==> src/verilog/dil_pkg.sv <==
package dil_pkg;
	// Sample word layout
	localparam int SAMPLE_W = 8;
	localparam int LSB_POS = 0;
	localparam int MSB_POS = 7;
	localparam int BIN_BITS = 2;
	localparam int UNARY_BITS = 6;
	localparam int UNARY_CELLS = 63;
	// Buffer and reset values
	localparam int BUF_DEPTH = 2;
	localparam logic [7:0] CODE_ZERO = 8'h00;
	// Data clock limits from the source
	localparam real DCLK_MIN_KHZ = 100.0;
	localparam real DCLK_MAX_MHZ = 40.0;
	localparam real DCLK_PW_NS = 12.5;
	localparam real MCLK_NS = 10.0;
	localparam int DCLK_PW_CYC = $rtoi((DCLK_PW_NS + MCLK_NS - 0.001) / MCLK_NS);

	// Drive to the current cells
	typedef struct packed {
		logic [UNARY_CELLS-1:0] unary;
		logic [BIN_BITS-1:0] binary;
	} dil_cells_s;
endpackage

==> src/verilog/dil_input_latch.sv <==
`timescale 1ns/1ps
// Operation
// - The sample word is 8 bits wide, bit 0 least and bit 7 most significant.
// - High blanking forces the held code to zero; low blanking runs normally.
// - The latch holds its code unchanged while the data clock is high.
// - Low blanking lets the data clock update the latch; high clears it.
module dil_input_latch #(
	parameter int DEPTH = dil_pkg::BUF_DEPTH
) (
	// Clock, reset, enable
	input wire logic mclk_i,
	input wire logic sys_rst_i,
	input wire logic ce_i,
	// Sample source
	input wire logic [dil_pkg::SAMPLE_W-1:0] sample_i,
	input wire logic data_clk_i,
	input wire logic blanking_clear_i,
	output logic in_rdy_o,
	// Current cell side
	input wire logic cell_rdy_i,
	output logic code_vld_o,
	output logic [dil_pkg::SAMPLE_W-1:0] code_o,
	output dil_pkg::dil_cells_s cells_o
);
	localparam int PW = (DEPTH > 1) ? $clog2(DEPTH) : 1;
	localparam int CW = $clog2(DEPTH + 1);

	logic [dil_pkg::SAMPLE_W-1:0] latch_ff;
	logic dclk_q_ff;
	logic [dil_pkg::SAMPLE_W-1:0] buf_ff [DEPTH];
	logic [PW-1:0] wr_ff;
	logic [PW-1:0] rd_ff;
	logic [CW-1:0] cnt_ff;
	logic [CW-1:0] nxt_cnt;
	logic push;
	logic pop;
	wire logic sample_lsb = sample_i[dil_pkg::LSB_POS];
	wire logic sample_msb = sample_i[dil_pkg::MSB_POS];

	function automatic dil_pkg::dil_cells_s cell_decode(
		input logic [dil_pkg::SAMPLE_W-1:0] code
	);
		dil_pkg::dil_cells_s c;
		logic [dil_pkg::UNARY_BITS-1:0] hi;
		c.binary = code[dil_pkg::BIN_BITS-1:0];
		hi = code[dil_pkg::MSB_POS:dil_pkg::BIN_BITS];
		for (int i = 0; i < dil_pkg::UNARY_CELLS; i++) begin
			c.unary[i] = (hi > dil_pkg::UNARY_BITS'(i));
		end
		return c;
	endfunction

	function automatic logic [PW-1:0] ptr_inc(input logic [PW-1:0] p);
		return (p == PW'(DEPTH - 1)) ? '0 : PW'(p + 1'b1);
	endfunction

	// Closing edge of the latch hands its code to the buffer
	assign push = data_clk_i & ~dclk_q_ff & ~blanking_clear_i & in_rdy_o;
	assign pop = (cnt_ff != '0) & (~code_vld_o | cell_rdy_i)
		& ~blanking_clear_i;
	assign nxt_cnt = blanking_clear_i ? '0
		: CW'(cnt_ff + CW'(push) - CW'(pop));

	// Input latch
	always_ff @(posedge mclk_i) begin
		if (sys_rst_i) begin
			latch_ff <= dil_pkg::CODE_ZERO;
		end else if (ce_i) begin
			if (blanking_clear_i) begin
				latch_ff <= dil_pkg::CODE_ZERO;
			end else if (!data_clk_i) begin
				latch_ff <= {sample_msb, sample_i[6:1], sample_lsb};
			end
		end
	end

	// Data clock history
	always_ff @(posedge mclk_i) begin
		if (sys_rst_i) begin
			dclk_q_ff <= 1'b0;
		end else if (ce_i) begin
			dclk_q_ff <= data_clk_i;
		end
	end

	// Buffer storage
	always_ff @(posedge mclk_i) begin
		if (ce_i && push) begin
			buf_ff[wr_ff] <= latch_ff;
		end
	end

	// Buffer pointers and fill
	always_ff @(posedge mclk_i) begin
		if (sys_rst_i) begin
			wr_ff <= '0;
			rd_ff <= '0;
			cnt_ff <= '0;
			in_rdy_o <= 1'b1;
		end else if (ce_i) begin
			if (blanking_clear_i) begin
				wr_ff <= '0;
				rd_ff <= '0;
			end else begin
				if (push) begin
					wr_ff <= ptr_inc(wr_ff);
				end
				if (pop) begin
					rd_ff <= ptr_inc(rd_ff);
				end
			end
			cnt_ff <= nxt_cnt;
			in_rdy_o <= (nxt_cnt != CW'(DEPTH));
		end
	end

	// Held code and cell drive
	always_ff @(posedge mclk_i) begin
		if (sys_rst_i) begin
			code_o <= dil_pkg::CODE_ZERO;
			cells_o <= '0;
			code_vld_o <= 1'b0;
		end else if (ce_i) begin
			if (blanking_clear_i) begin
				code_o <= dil_pkg::CODE_ZERO;
				cells_o <= '0;
				code_vld_o <= 1'b0;
			end else if (pop) begin
				code_o <= buf_ff[rd_ff];
				cells_o <= cell_decode(buf_ff[rd_ff]);
				code_vld_o <= 1'b1;
			end else if (cell_rdy_i) begin
				code_vld_o <= 1'b0;
			end
		end
	end

	property p_blank_zero;
		@(posedge mclk_i) disable iff (sys_rst_i)
		(ce_i && blanking_clear_i) |=> (code_o == 8'h00 && latch_ff == 8'h00
			&& cells_o == '0);
	endproperty
	a_blank_zero: assert property (p_blank_zero)
		else $error("blanking did not clear the code");

	property p_hold_high;
		@(posedge mclk_i) disable iff (sys_rst_i)
		(ce_i && data_clk_i && !blanking_clear_i) |=> $stable(latch_ff);
	endproperty
	a_hold_high: assert property (p_hold_high)
		else $error("latch changed while data clock high");

	property p_follow_low;
		@(posedge mclk_i) disable iff (sys_rst_i)
		(ce_i && !data_clk_i && !blanking_clear_i)
			|=> (latch_ff == $past(sample_i));
	endproperty
	a_follow_low: assert property (p_follow_low)
		else $error("latch did not follow the sample");

	property p_cells_match;
		@(posedge mclk_i) disable iff (sys_rst_i)
		(code_o[7:2] == 6'h00) |-> (cells_o.unary == '0
			&& cells_o.binary == code_o[1:0]);
	endproperty
	a_cells_match: assert property (p_cells_match)
		else $error("cell drive disagrees with zero code");

	property p_through;
		@(posedge mclk_i) disable iff (sys_rst_i)
		(ce_i && push && cnt_ff == '0 && !code_vld_o)
			##1 (ce_i && !blanking_clear_i)
			|=> (code_o == $past(latch_ff, 2) && code_vld_o);
	endproperty
	a_through: assert property (p_through)
		else $error("latched code not delivered in two cycles");

	property p_blank_drop;
		@(posedge mclk_i) disable iff (sys_rst_i)
		(ce_i && blanking_clear_i) |=> (!code_vld_o && cnt_ff == '0
			&& in_rdy_o);
	endproperty
	a_blank_drop: assert property (p_blank_drop)
		else $error("blanking left a word pending");

	property p_cells_count;
		@(posedge mclk_i) disable iff (sys_rst_i)
		1'b1 |-> ($countones(cells_o.unary) == int'(code_o[7:2])
			&& cells_o.binary == code_o[1:0]);
	endproperty
	a_cells_count: assert property (p_cells_count)
		else $error("cell drive does not match the code");

	property p_cells_thermo;
		@(posedge mclk_i) disable iff (sys_rst_i)
		1'b1 |-> ((cells_o.unary & (cells_o.unary + 1'b1)) == '0);
	endproperty
	a_cells_thermo: assert property (p_cells_thermo)
		else $error("unary cells not a thermometer code");

	property p_vld_hold;
		@(posedge mclk_i) disable iff (sys_rst_i)
		(ce_i && code_vld_o && !cell_rdy_i && !blanking_clear_i)
			|=> (code_vld_o && $stable(code_o));
	endproperty
	a_vld_hold: assert property (p_vld_hold)
		else $error("held code changed while stalled");

	property p_vld_clear;
		@(posedge mclk_i) disable iff (sys_rst_i)
		(ce_i && code_vld_o && cell_rdy_i && !pop && !blanking_clear_i)
			|=> !code_vld_o;
	endproperty
	a_vld_clear: assert property (p_vld_clear)
		else $error("accepted code stayed valid");

	property p_push_count;
		@(posedge mclk_i) disable iff (sys_rst_i)
		(ce_i && push && !pop) |=> (cnt_ff == $past(cnt_ff) + 1'b1);
	endproperty
	a_push_count: assert property (p_push_count)
		else $error("pushed word not counted");

	property p_rdy_track;
		@(posedge mclk_i) disable iff (sys_rst_i)
		1'b1 |-> (in_rdy_o == (cnt_ff != CW'(DEPTH)));
	endproperty
	a_rdy_track: assert property (p_rdy_track)
		else $error("input ready disagrees with fill level");

	property p_freeze;
		@(posedge mclk_i) disable iff (sys_rst_i)
		!ce_i |=> ($stable(latch_ff) && $stable(code_o)
			&& $stable(cnt_ff));
	endproperty
	a_freeze: assert property (p_freeze)
		else $error("state moved while enable low");
endmodule // dil_input_latch

==> config.mk <==
export PLATFORM = sky130hd
export DESIGN_NAME = dil_input_latch
export DESIGN_NICKNAME = d
export VERILOG_FILES = /design/src/verilog/dil_pkg.sv /design/src/verilog/dil_input_latch.sv
export SDC_FILE = /design/constraint.sdc
export NUM_CORES = 1
export LEC_CHECK = 0
export BUFFER_PORTS_ARGS = -buffer_cell sky130_fd_sc_hd__buf_2
export CAP_MARGIN = 20
export CORE_UTILIZATION = 55
export DETAILED_ROUTE_END_ITERATION = 12
export PLACE_DENSITY = 0.82
export SLEW_MARGIN = 40
export SYNTH_ARGS = -nofsm -noshare
export SYNTH_HDL_FRONTEND = slang
export SYNTH_SLANG_ARGS = --single-unit
==> constraint.sdc <==
create_clock -name mclk_i -period 2.8 [get_ports mclk_i]
set_input_delay 0 -clock mclk_i [delete_from_list [all_inputs] [get_ports mclk_i]]
set_output_delay 0 -clock mclk_i [all_outputs]
set_load 0.02 [all_outputs]
* After elaboration in Yosys (flattened, before gate mapping)
Memory sizes are Yosys's and may differ from the RTL's. A register that Yosys moved wholly into a read port is not among the register bits. Cells that the tools add are included.
Word-level totals: memories kept 1, flip-flop bits (word level) 88, input port bits 14, output and inout port bits 75, memory bits (writable) 16
Cells by class: equality and inequality tests 2, bitwise gates (word level) 9, reductions and logical operators 9, magnitude comparators 63, multiplexer cells 20, $add $sub $neg 4
Memory list:
- buf_ff | depth 2, width 8, read ports 1, clocked after memory_dff 1, write ports 1, RTL line dil_input_latch.sv:30 | logic [dil_pkg::SAMPLE_W-1:0] buf_ff [DEPTH];
Operator list (number):
- $gt A6 B6 Y1 const B | 31
- $mux W65 | 2
- $gt A6 B5 Y1 const B | 16
- $gt A6 B4 Y1 const B | 8
- $mux W8 | 4
- $gt A6 B3 Y1 const B | 4
- $mux W1 | 13
- $gt A6 B1 Y1 const B | 2
- $gt A6 B2 Y1 const B | 2
- $reduce_and A2 Y1 | 4
- $reduce_bool A2 Y1 | 3
- $and A1 B1 Y1 | 5
- $not A1 Y1 | 3
- $reduce_bool A3 Y1 | 1
- $add A1 B1 Y1 const B | 2
- $add A2 B1 Y2 | 1
- $mux W2 | 1
- $ne A2 B1 Y1 const B | 1
- $ne A2 B2 Y1 const B | 1
- $sub A2 B1 Y2 | 1
- $logic_and A1 B1 Y1 | 1
- $or A1 B1 Y1 | 1

* Longest topological paths before layout
Gate-level depths: netlist of the first run.
depth in word-level cells 8, mapped depth 11

* Worst setup path after synthesis of the first run
No wires, ideal clock.
path type register -> register, from register code_vld_o, to register in_rdy_o, slack 0.456 ns, arrival 2.221 ns, path buffers 0, required time 2.677 ns, stages on the path, launching flop included 11, cells stage by stage dfxtp_1 > nor2b_1 > nor3_1 > ha_1 > inv_1 > ha_1 > xor2_1 > and2_1 > nor3_1 > a31oi_1 > or2_2
Between the ends: word-level cells in the longest chain between the ends 7
Ends and longest elaborated chain:
- start: declaration | RTL line dil_input_latch.sv:21 | output logic code_vld_o,
- start signal: assignment | RTL line dil_input_latch.sv:122 | code_vld_o <= 1'b0;
- start signal: assignment | RTL line dil_input_latch.sv:127 | code_vld_o <= 1'b0;
- start signal: assignment | RTL line dil_input_latch.sv:131 | code_vld_o <= 1'b1;
- $not A1 Y1 | RTL line dil_input_latch.sv:59 | assign pop = (cnt_ff != '0) & (~code_vld_o | cell_rdy_i)
- $or A1 B1 Y1 | RTL line dil_input_latch.sv:59
- $and A1 B1 Y1 | RTL line dil_input_latch.sv:59
- $and A1 B1 Y1 | RTL line dil_input_latch.sv:60 | & ~blanking_clear_i;
- $sub A2 B1 Y2 | RTL line dil_input_latch.sv:62 | : CW'(cnt_ff + CW'(push) - CW'(pop));
- $mux W2 | RTL line dil_input_latch.sv:61 | assign nxt_cnt = blanking_clear_i ? '0
- $ne A2 B2 Y1 | RTL line dil_input_latch.sv:113 | in_rdy_o <= (nxt_cnt != CW'(DEPTH));
- end signal: assignment | RTL line dil_input_latch.sv:113
- end: declaration | RTL line dil_input_latch.sv:18 | output logic in_rdy_o,
Every way passes these cells. A chain may end at the register's enable or synchronous reset.

* Worst setup path after layout of the first run
Same ends and word-level chain as after synthesis.

==> run metrics, run 1 <==
WL/cell roughly 18 um; RSZ-0062 raised after global routing false; cell area power density between 400 and 500 nW/um^2; Final Critical Period 2555 ps; Fmax roughly 0.39 GHz; # rows 32; DR pass1 iterations 5; cell count after synthesis 472; via count around 4000; DRC errors left 0; Tot Pwr 2.614 mW; final hold violations 0; critical path class register to register; WP data required roughly 3000 ps; CTS Buf Count 9; max-slew violations 0; initial antenna violation count 0; # IOs 89; crit share post-route 0.9126; Worst-path clk slew around 100 ps; Die ar. about 8500 um^2; nets 575; CTS resizes 0; async set-or-reset flop fraction in the synthesized netlist 0; Syn-to-layout area delta 17.31%; Vert. Die Dim between 90 and 100 um; EDFF count, synth 16; Die W approximately 92 um; Vias/cell 6.033; GRT Total Usage 0.2969; core area ~7800 um^2; mean post-synth cell area approximately 9.5 um^2; setup TNS 0 ps; sequential area share after synthesis 0.4975; I/O Buffers 88; peak supply drop about 330 uV; clk sinks 103; Crit. End Element register; DR iter-0 viols ~370; Clock Latency Late Sink about 380 ps; final setup fails 0; crit path DAT about 2800 ps; CP max FO 6; Post-CTS Setup Repair Bufs 0; Distinct cells, synth a little under 70; Ys Warns 0; antenna cells 0; H-tree levels 3; busiest grt layer met2; vias in the first global route roughly 3800; met3 Use GR 0.05224; dominant register cell in the synthesized netlist dfxtp_1; placed inst area between 4000 and 5000 um^2; #FFs+latches synth 103; Mapped Area 4467 um^2; Initial Util 0.5721; Root Driver clkbuf_8; Hold Crit Class primary input to register; max_cap viols 0; actual slew at the worst max-slew pin roughly 750 ps; post-synth net total 488; largest net degree at the start of global routing 31; Hold Buf Count CTS 10; clk buf depth 2; final WL between 10000 and 15000 um; CTS tree built; GRT overflow 0; Post-Route Skew 8.669 ps; Max transition margin 0.4976; first-pass GRT wire length between 15000 and 20000 um; RePlAce Congestion around 0.9; GR Util met2 0.4801; Startpoint Class register; LEAKAGE roughly 2.1 nW; Routed Antenna Nets 0; dpl hpwl approximately 8600 um; cell area after layout 5240 um^2; status completed; M1 GR Usage 0.3940; layout cells sized above 1 0.2642
## kinds of logic (layout without fill, tap and decap cells)
group	count (synthesis)	count (layout)	synth area share
compound gates	152	152	0.2375
xor+xnor	1	1	0.001961
fa+ha+maj	2	2	0.005601
buf+inv	41	133	0.05238
flops	103	103	0.4975
mux	12	12	0.02997
simple gates	161	161	0.1751
## cells in the mapped netlist, types with 6 or more instances
master    number  share of area
buf_2         12          0.013
edfxtp_1      16           0.11
a21o_1         6          0.010
o21ai_0       17          0.019
nor2_1        48          0.040
dfxtp_1       87           0.39
nand2b_1       9          0.013
clkbuf_1      13          0.011
inv_1          7         0.0059
a21oi_1       49          0.055
a22oi_1       23          0.039
nand2_1       56          0.047
nand3_1        7         0.0078
nor3_1         6         0.0067
## registers in the layout, indices dropped and copies added, names as in the netlist, named ones only
name / count
cells_o: 63
buf_ff: 16
code_o: 8
latch_ff: 8
cnt_ff: 2
code_vld_o: 1
dclk_q_ff: 1
in_rdy_o: 1
rd_ff: 1
wr_ff: 1
## path summary, 6_finish.rpt
path / cells past startpoint / end / slack [ps] / start
setup / recovery: 10 / in_rdy_o / 240 / code_vld_o
hold / removal: 2 / latch_ff[0] / 70 / sys_rst_i
setup reg to reg: 10 / in_rdy_o / 240 / code_vld_o
hold reg to reg: 2 / cells_o[11] / 450 / cells_o[11]
## where the power goes
| group | internal (mW) | switching, mW |
|---|---|---|
| Clock | 0.361 | 0.556 |
| Sequential | 1.51 | 0.0126 |
| Combinational | 0.0586 | 0.114 |
| Total | 1.93 | 0.683 |
## through the flow
stage	setup WS, ps	cells	hold WS, ps	utilization
global placement	486.9	640	234.1	0.6337
CTS	260.4	666	60.70	0.6705
finish	244.6	666	67.90	0.6712
floorplan	456.1	472	147.2	-
global route	85.29	666	93.37	0.6712
detailed placement	292.1	640	244.7	0.6337
## routing by layer
| layer | vias up | share of wire |
|---|---|---|
| li1 | 1878 | - |
| met4 | 0 | 0.025 |
| met5 | - | 0 |
| met1 | 1925 | 0.43 |
| met3 | 29 | 0.062 |
| met2 | 186 | 0.48 |
## final cells by class
type,instances,area (um^2)
clock buffer,10,137.6
fill,664,2567
clock inverter,6,50.05
tap,102,127.6
timing repair buffer,110,655.6
multi-input combinational,328,2021
sequential,103,2222
inverter,7,26.28
## critical path: stages, from the launching register on
cell and delay, ps:
dfxtp_1 360, nor2b_1 470, nor3_1 120, ha_1 300
inv_1 50, ha_1 190, xor2_1 150, and2_1 160
nor3_1 250, a31oi_1 130, or2_2 280
## placed cells by master, fill, tap and decap left out, types with 6 or more instances in the layout
cell type / synthesis / layout
dfxtp_1: 87 / 87
a21o_1: 6 / 6
a21oi_1: 49 / 49
buf_2: 12 / 88
dlygate4sd3_1: 0 / 10
inv_1: 7 / 7
nand3_1: 7 / 7
edfxtp_1: 16 / 16
buf_4: 4 / 10
clkbuf_8: 0 / 10
nor2_1: 48 / 48
a22oi_1: 23 / 23
o21ai_0: 17 / 17
nand2_1: 56 / 56
nand2b_1: 9 / 9
No activity file was read; power rests on OpenSTA's default activity.
==> run 2: changes to the inputs <==
--- a/config.mk
+++ b/config.mk
@@ -7,9 +7,9 @@
 export LEC_CHECK = 0
 export BUFFER_PORTS_ARGS = -buffer_cell sky130_fd_sc_hd__buf_2
 export CAP_MARGIN = 20
-export CORE_UTILIZATION = 55
+export CORE_UTILIZATION = 59
 export DETAILED_ROUTE_END_ITERATION = 12
-export PLACE_DENSITY = 0.82
+export PLACE_DENSITY = 0.87
 export SLEW_MARGIN = 40
 export SYNTH_ARGS = -nofsm -noshare
 export SYNTH_HDL_FRONTEND = slang
==> constraint.sdc (replaced) <==
create_clock -name mclk_i -period 3.2 [get_ports mclk_i]
set_input_delay 0 -clock mclk_i [delete_from_list [all_inputs] [get_ports mclk_i]]
set_output_delay 0 -clock mclk_i [all_outputs]
set_load 0.02 [all_outputs]
==> run 2 against run 1 <==
Effect of this change: die area down 6.6%; setup slack better by 460 ps; design area down 0.45%; global-route usage up 1.6 points; critical path type unchanged; largest cell class unchanged; largest power group unchanged.
==> run metrics, run 2 (synthesis gave the netlist of run 1 again) <==
status completed (unchanged); register with the most flip-flops cells_o (unchanged); Crit-path slowest cell nor4bb_1 (was nor2b_1); initial antenna violation count 0 (unchanged); Clock Latency Late Sink 370 ps (was 380 ps); vias in the first global route 3641 (was 3764); Startpoint Class register (unchanged); commonest cells after routing, fill and taps aside dfxtp_1 (87), buf_2 (87), nand2_1 (56), a21oi_1 (49), nor2_1 (48) (was buf_2 (88), dfxtp_1 (87), nand2_1 (56), a21oi_1 (49), nor2_1 (48)); first-pass GRT wire length 18310 um (was 19420 um); via count 3985 (was 4018); RePlAce Congestion 0.9047 (was 0.9226); Final Critical Period 2493 ps (was 2555 ps); layout cells sized above 1 0.2616 (was 0.2642); Die W 89.01 um (was 92.12 um); crit share post-route 0.7790 (was 0.9126); max incr delay on CP 500 ps (was 470 ps); # rows 31 (was 32); Multi-input gate area 2021 um^2 (unchanged); Vert. Die Dim 89.01 um (was 92.12 um); final setup fails 0 (unchanged); placed inst area 4903 um^2 (was 4947 um^2); reg2reg setup slack 710 ps (was 240 ps); max-slew violations 0 (unchanged); pre-CTS setup slack 740.8 ps (was 292.1 ps); hold slack 58.77 ps (was 67.90 ps); clk sinks 103 (unchanged); WL/cell 18.42 um (was 18.06 um); DRC errors left 0 (unchanged); antenna cells 0 (unchanged); actual slew at the worst max-slew pin 797.0 ps (was 750.9 ps); Root Driver clkbuf_8 (unchanged); # fillers 585 (was 664); CTS resizes 0 (unchanged); final WL 12180 um (was 12030 um); # IOs 89 (unchanged); Tot Pwr 2.320 mW (was 2.614 mW); non-filler instance count after layout 661 (was 666); setup TNS 0 ps (unchanged); Max transition margin 0.4535 (was 0.4976); max_cap viols 0 (unchanged); fin worst setup slack 707.1 ps (was 244.6 ps); Die ar. 7923 um^2 (was 8486 um^2); nets 573 (was 575); cell area after layout 5216 um^2 (was 5240 um^2); Post-Route Skew 15.82 ps (was 8.669 ps); CTS tree built (unchanged); peak supply drop 375.9 uV (was 334.1 uV); DR iter-0 viols 462 (was 365); Vias/cell 6.029 (was 6.033); GRT overflow 0 (unchanged); dpl cells 635 (was 640); Initial Util 0.6126 (was 0.5721); max reg flops 63 (unchanged); CTS Buf Count 9 (unchanged); CP max FO 4 (was 6); Routed Antenna Nets 0 (unchanged); Fmax 0.4011 GHz (was 0.3913 GHz); clk buf depth 2 (unchanged); DR pass1 iterations 5 (unchanged); final hold violations 0 (unchanged); I/O Buffers 88 (unchanged); dpl hpwl 8351 um (was 8554 um); Crit. End Element register (unchanged); Syn-to-layout area delta 16.78% (was 17.31%); crit path DAT 2760 ps (was 2820 ps); Hold Crit Class primary input to register (unchanged); top flop regs cells_o x63, buf_ff x16 (unchanged); cell area power density 444.8 nW/um^2 (was 498.9 nW/um^2); crit-path cells nor4bb_1 > inv_1 > ha_1 > inv_1 > ha_1 > xor2_1 > and2_1 > nor3_1 > a31oi_1 > or2_2 (was nor2b_1 > nor3_1 > ha_1 > inv_1 > ha_1 > xor2_1 > and2_1 > nor3_1 > a31oi_1 > or2_2); WP data required 3470 ps (was 3070 ps); GRT Total Usage 0.3128 (was 0.2969); LEAKAGE 2.122 nW (was 2.129 nW); Worst-path clk slew 100 ps (about the same); H-tree levels 3 (unchanged); Core Util, Final 0.7153 (was 0.6712); critical path class register to register (unchanged); Seq. cell area 2222 um^2 (unchanged); largest net degree at the start of global routing 44 (was 31); core area 7292 um^2 (was 7807 um^2); RSZ-0062 raised after global routing false (unchanged)
## run 2: area by class of cell
class / instances / area share
clock buffers: 10 / 0.02854
well taps: 99 / 0.02375
multi-input cells: 328 / 0.3874
inverters: 7 / 0.005037
clock inverters: 6 / 0.01079
repair buffers: 108 / 0.1185
flip-flops and latches: 103 / 0.4260
## run 2: repair_timing
action	CTS	global route
hold buffers	10	0
hold endpoints to repair	10	0
buffers inserted	0	0
## run 2: critical path, delay by kind of cell (launching register included)
family                     cells  cell delay (ps)
buffers and inverters          2              150
and+or+nand+nor                4             1160
xor gates and xnor gates       1              160
adders and majority gates      2              480
DFF                            1              330
AOI/OAI and AO/OA              1              120
## run 2: layer usage
| layer | vias to the layer above | GRT usage | share of wire |
|---|---|---|---|
| li1 | 1871 | - | - |
| met1 | 1857 | 0.4115 | 0.41 |
| met3 | 40 | 0.07387 | 0.095 |
| met5 | - | 0 | 0 |
| met4 | 0 | 0.1371 | 0.031 |
| met2 | 217 | 0.4944 | 0.47 |
## run 2: path summary, 6_finish.rpt
check | startpoint | endpoint | cells past startpoint
worst max register to register | dclk_q_ff | in_rdy_o | 10
worst max-delay path | dclk_q_ff | in_rdy_o | 10
worst min-delay path | sys_rst_i | cnt_ff[1] | 2
worst min register to register | cells_o[11] | cells_o[11] | 2
## run 2: power breakdown
group | leakage [nW] | internal [mW] | switching (mW)
Sequential | 0.848 | 1.32 | 0.00935
Clock | 0.106 | 0.346 | 0.491
Combinational | 1.17 | 0.0486 | 0.102
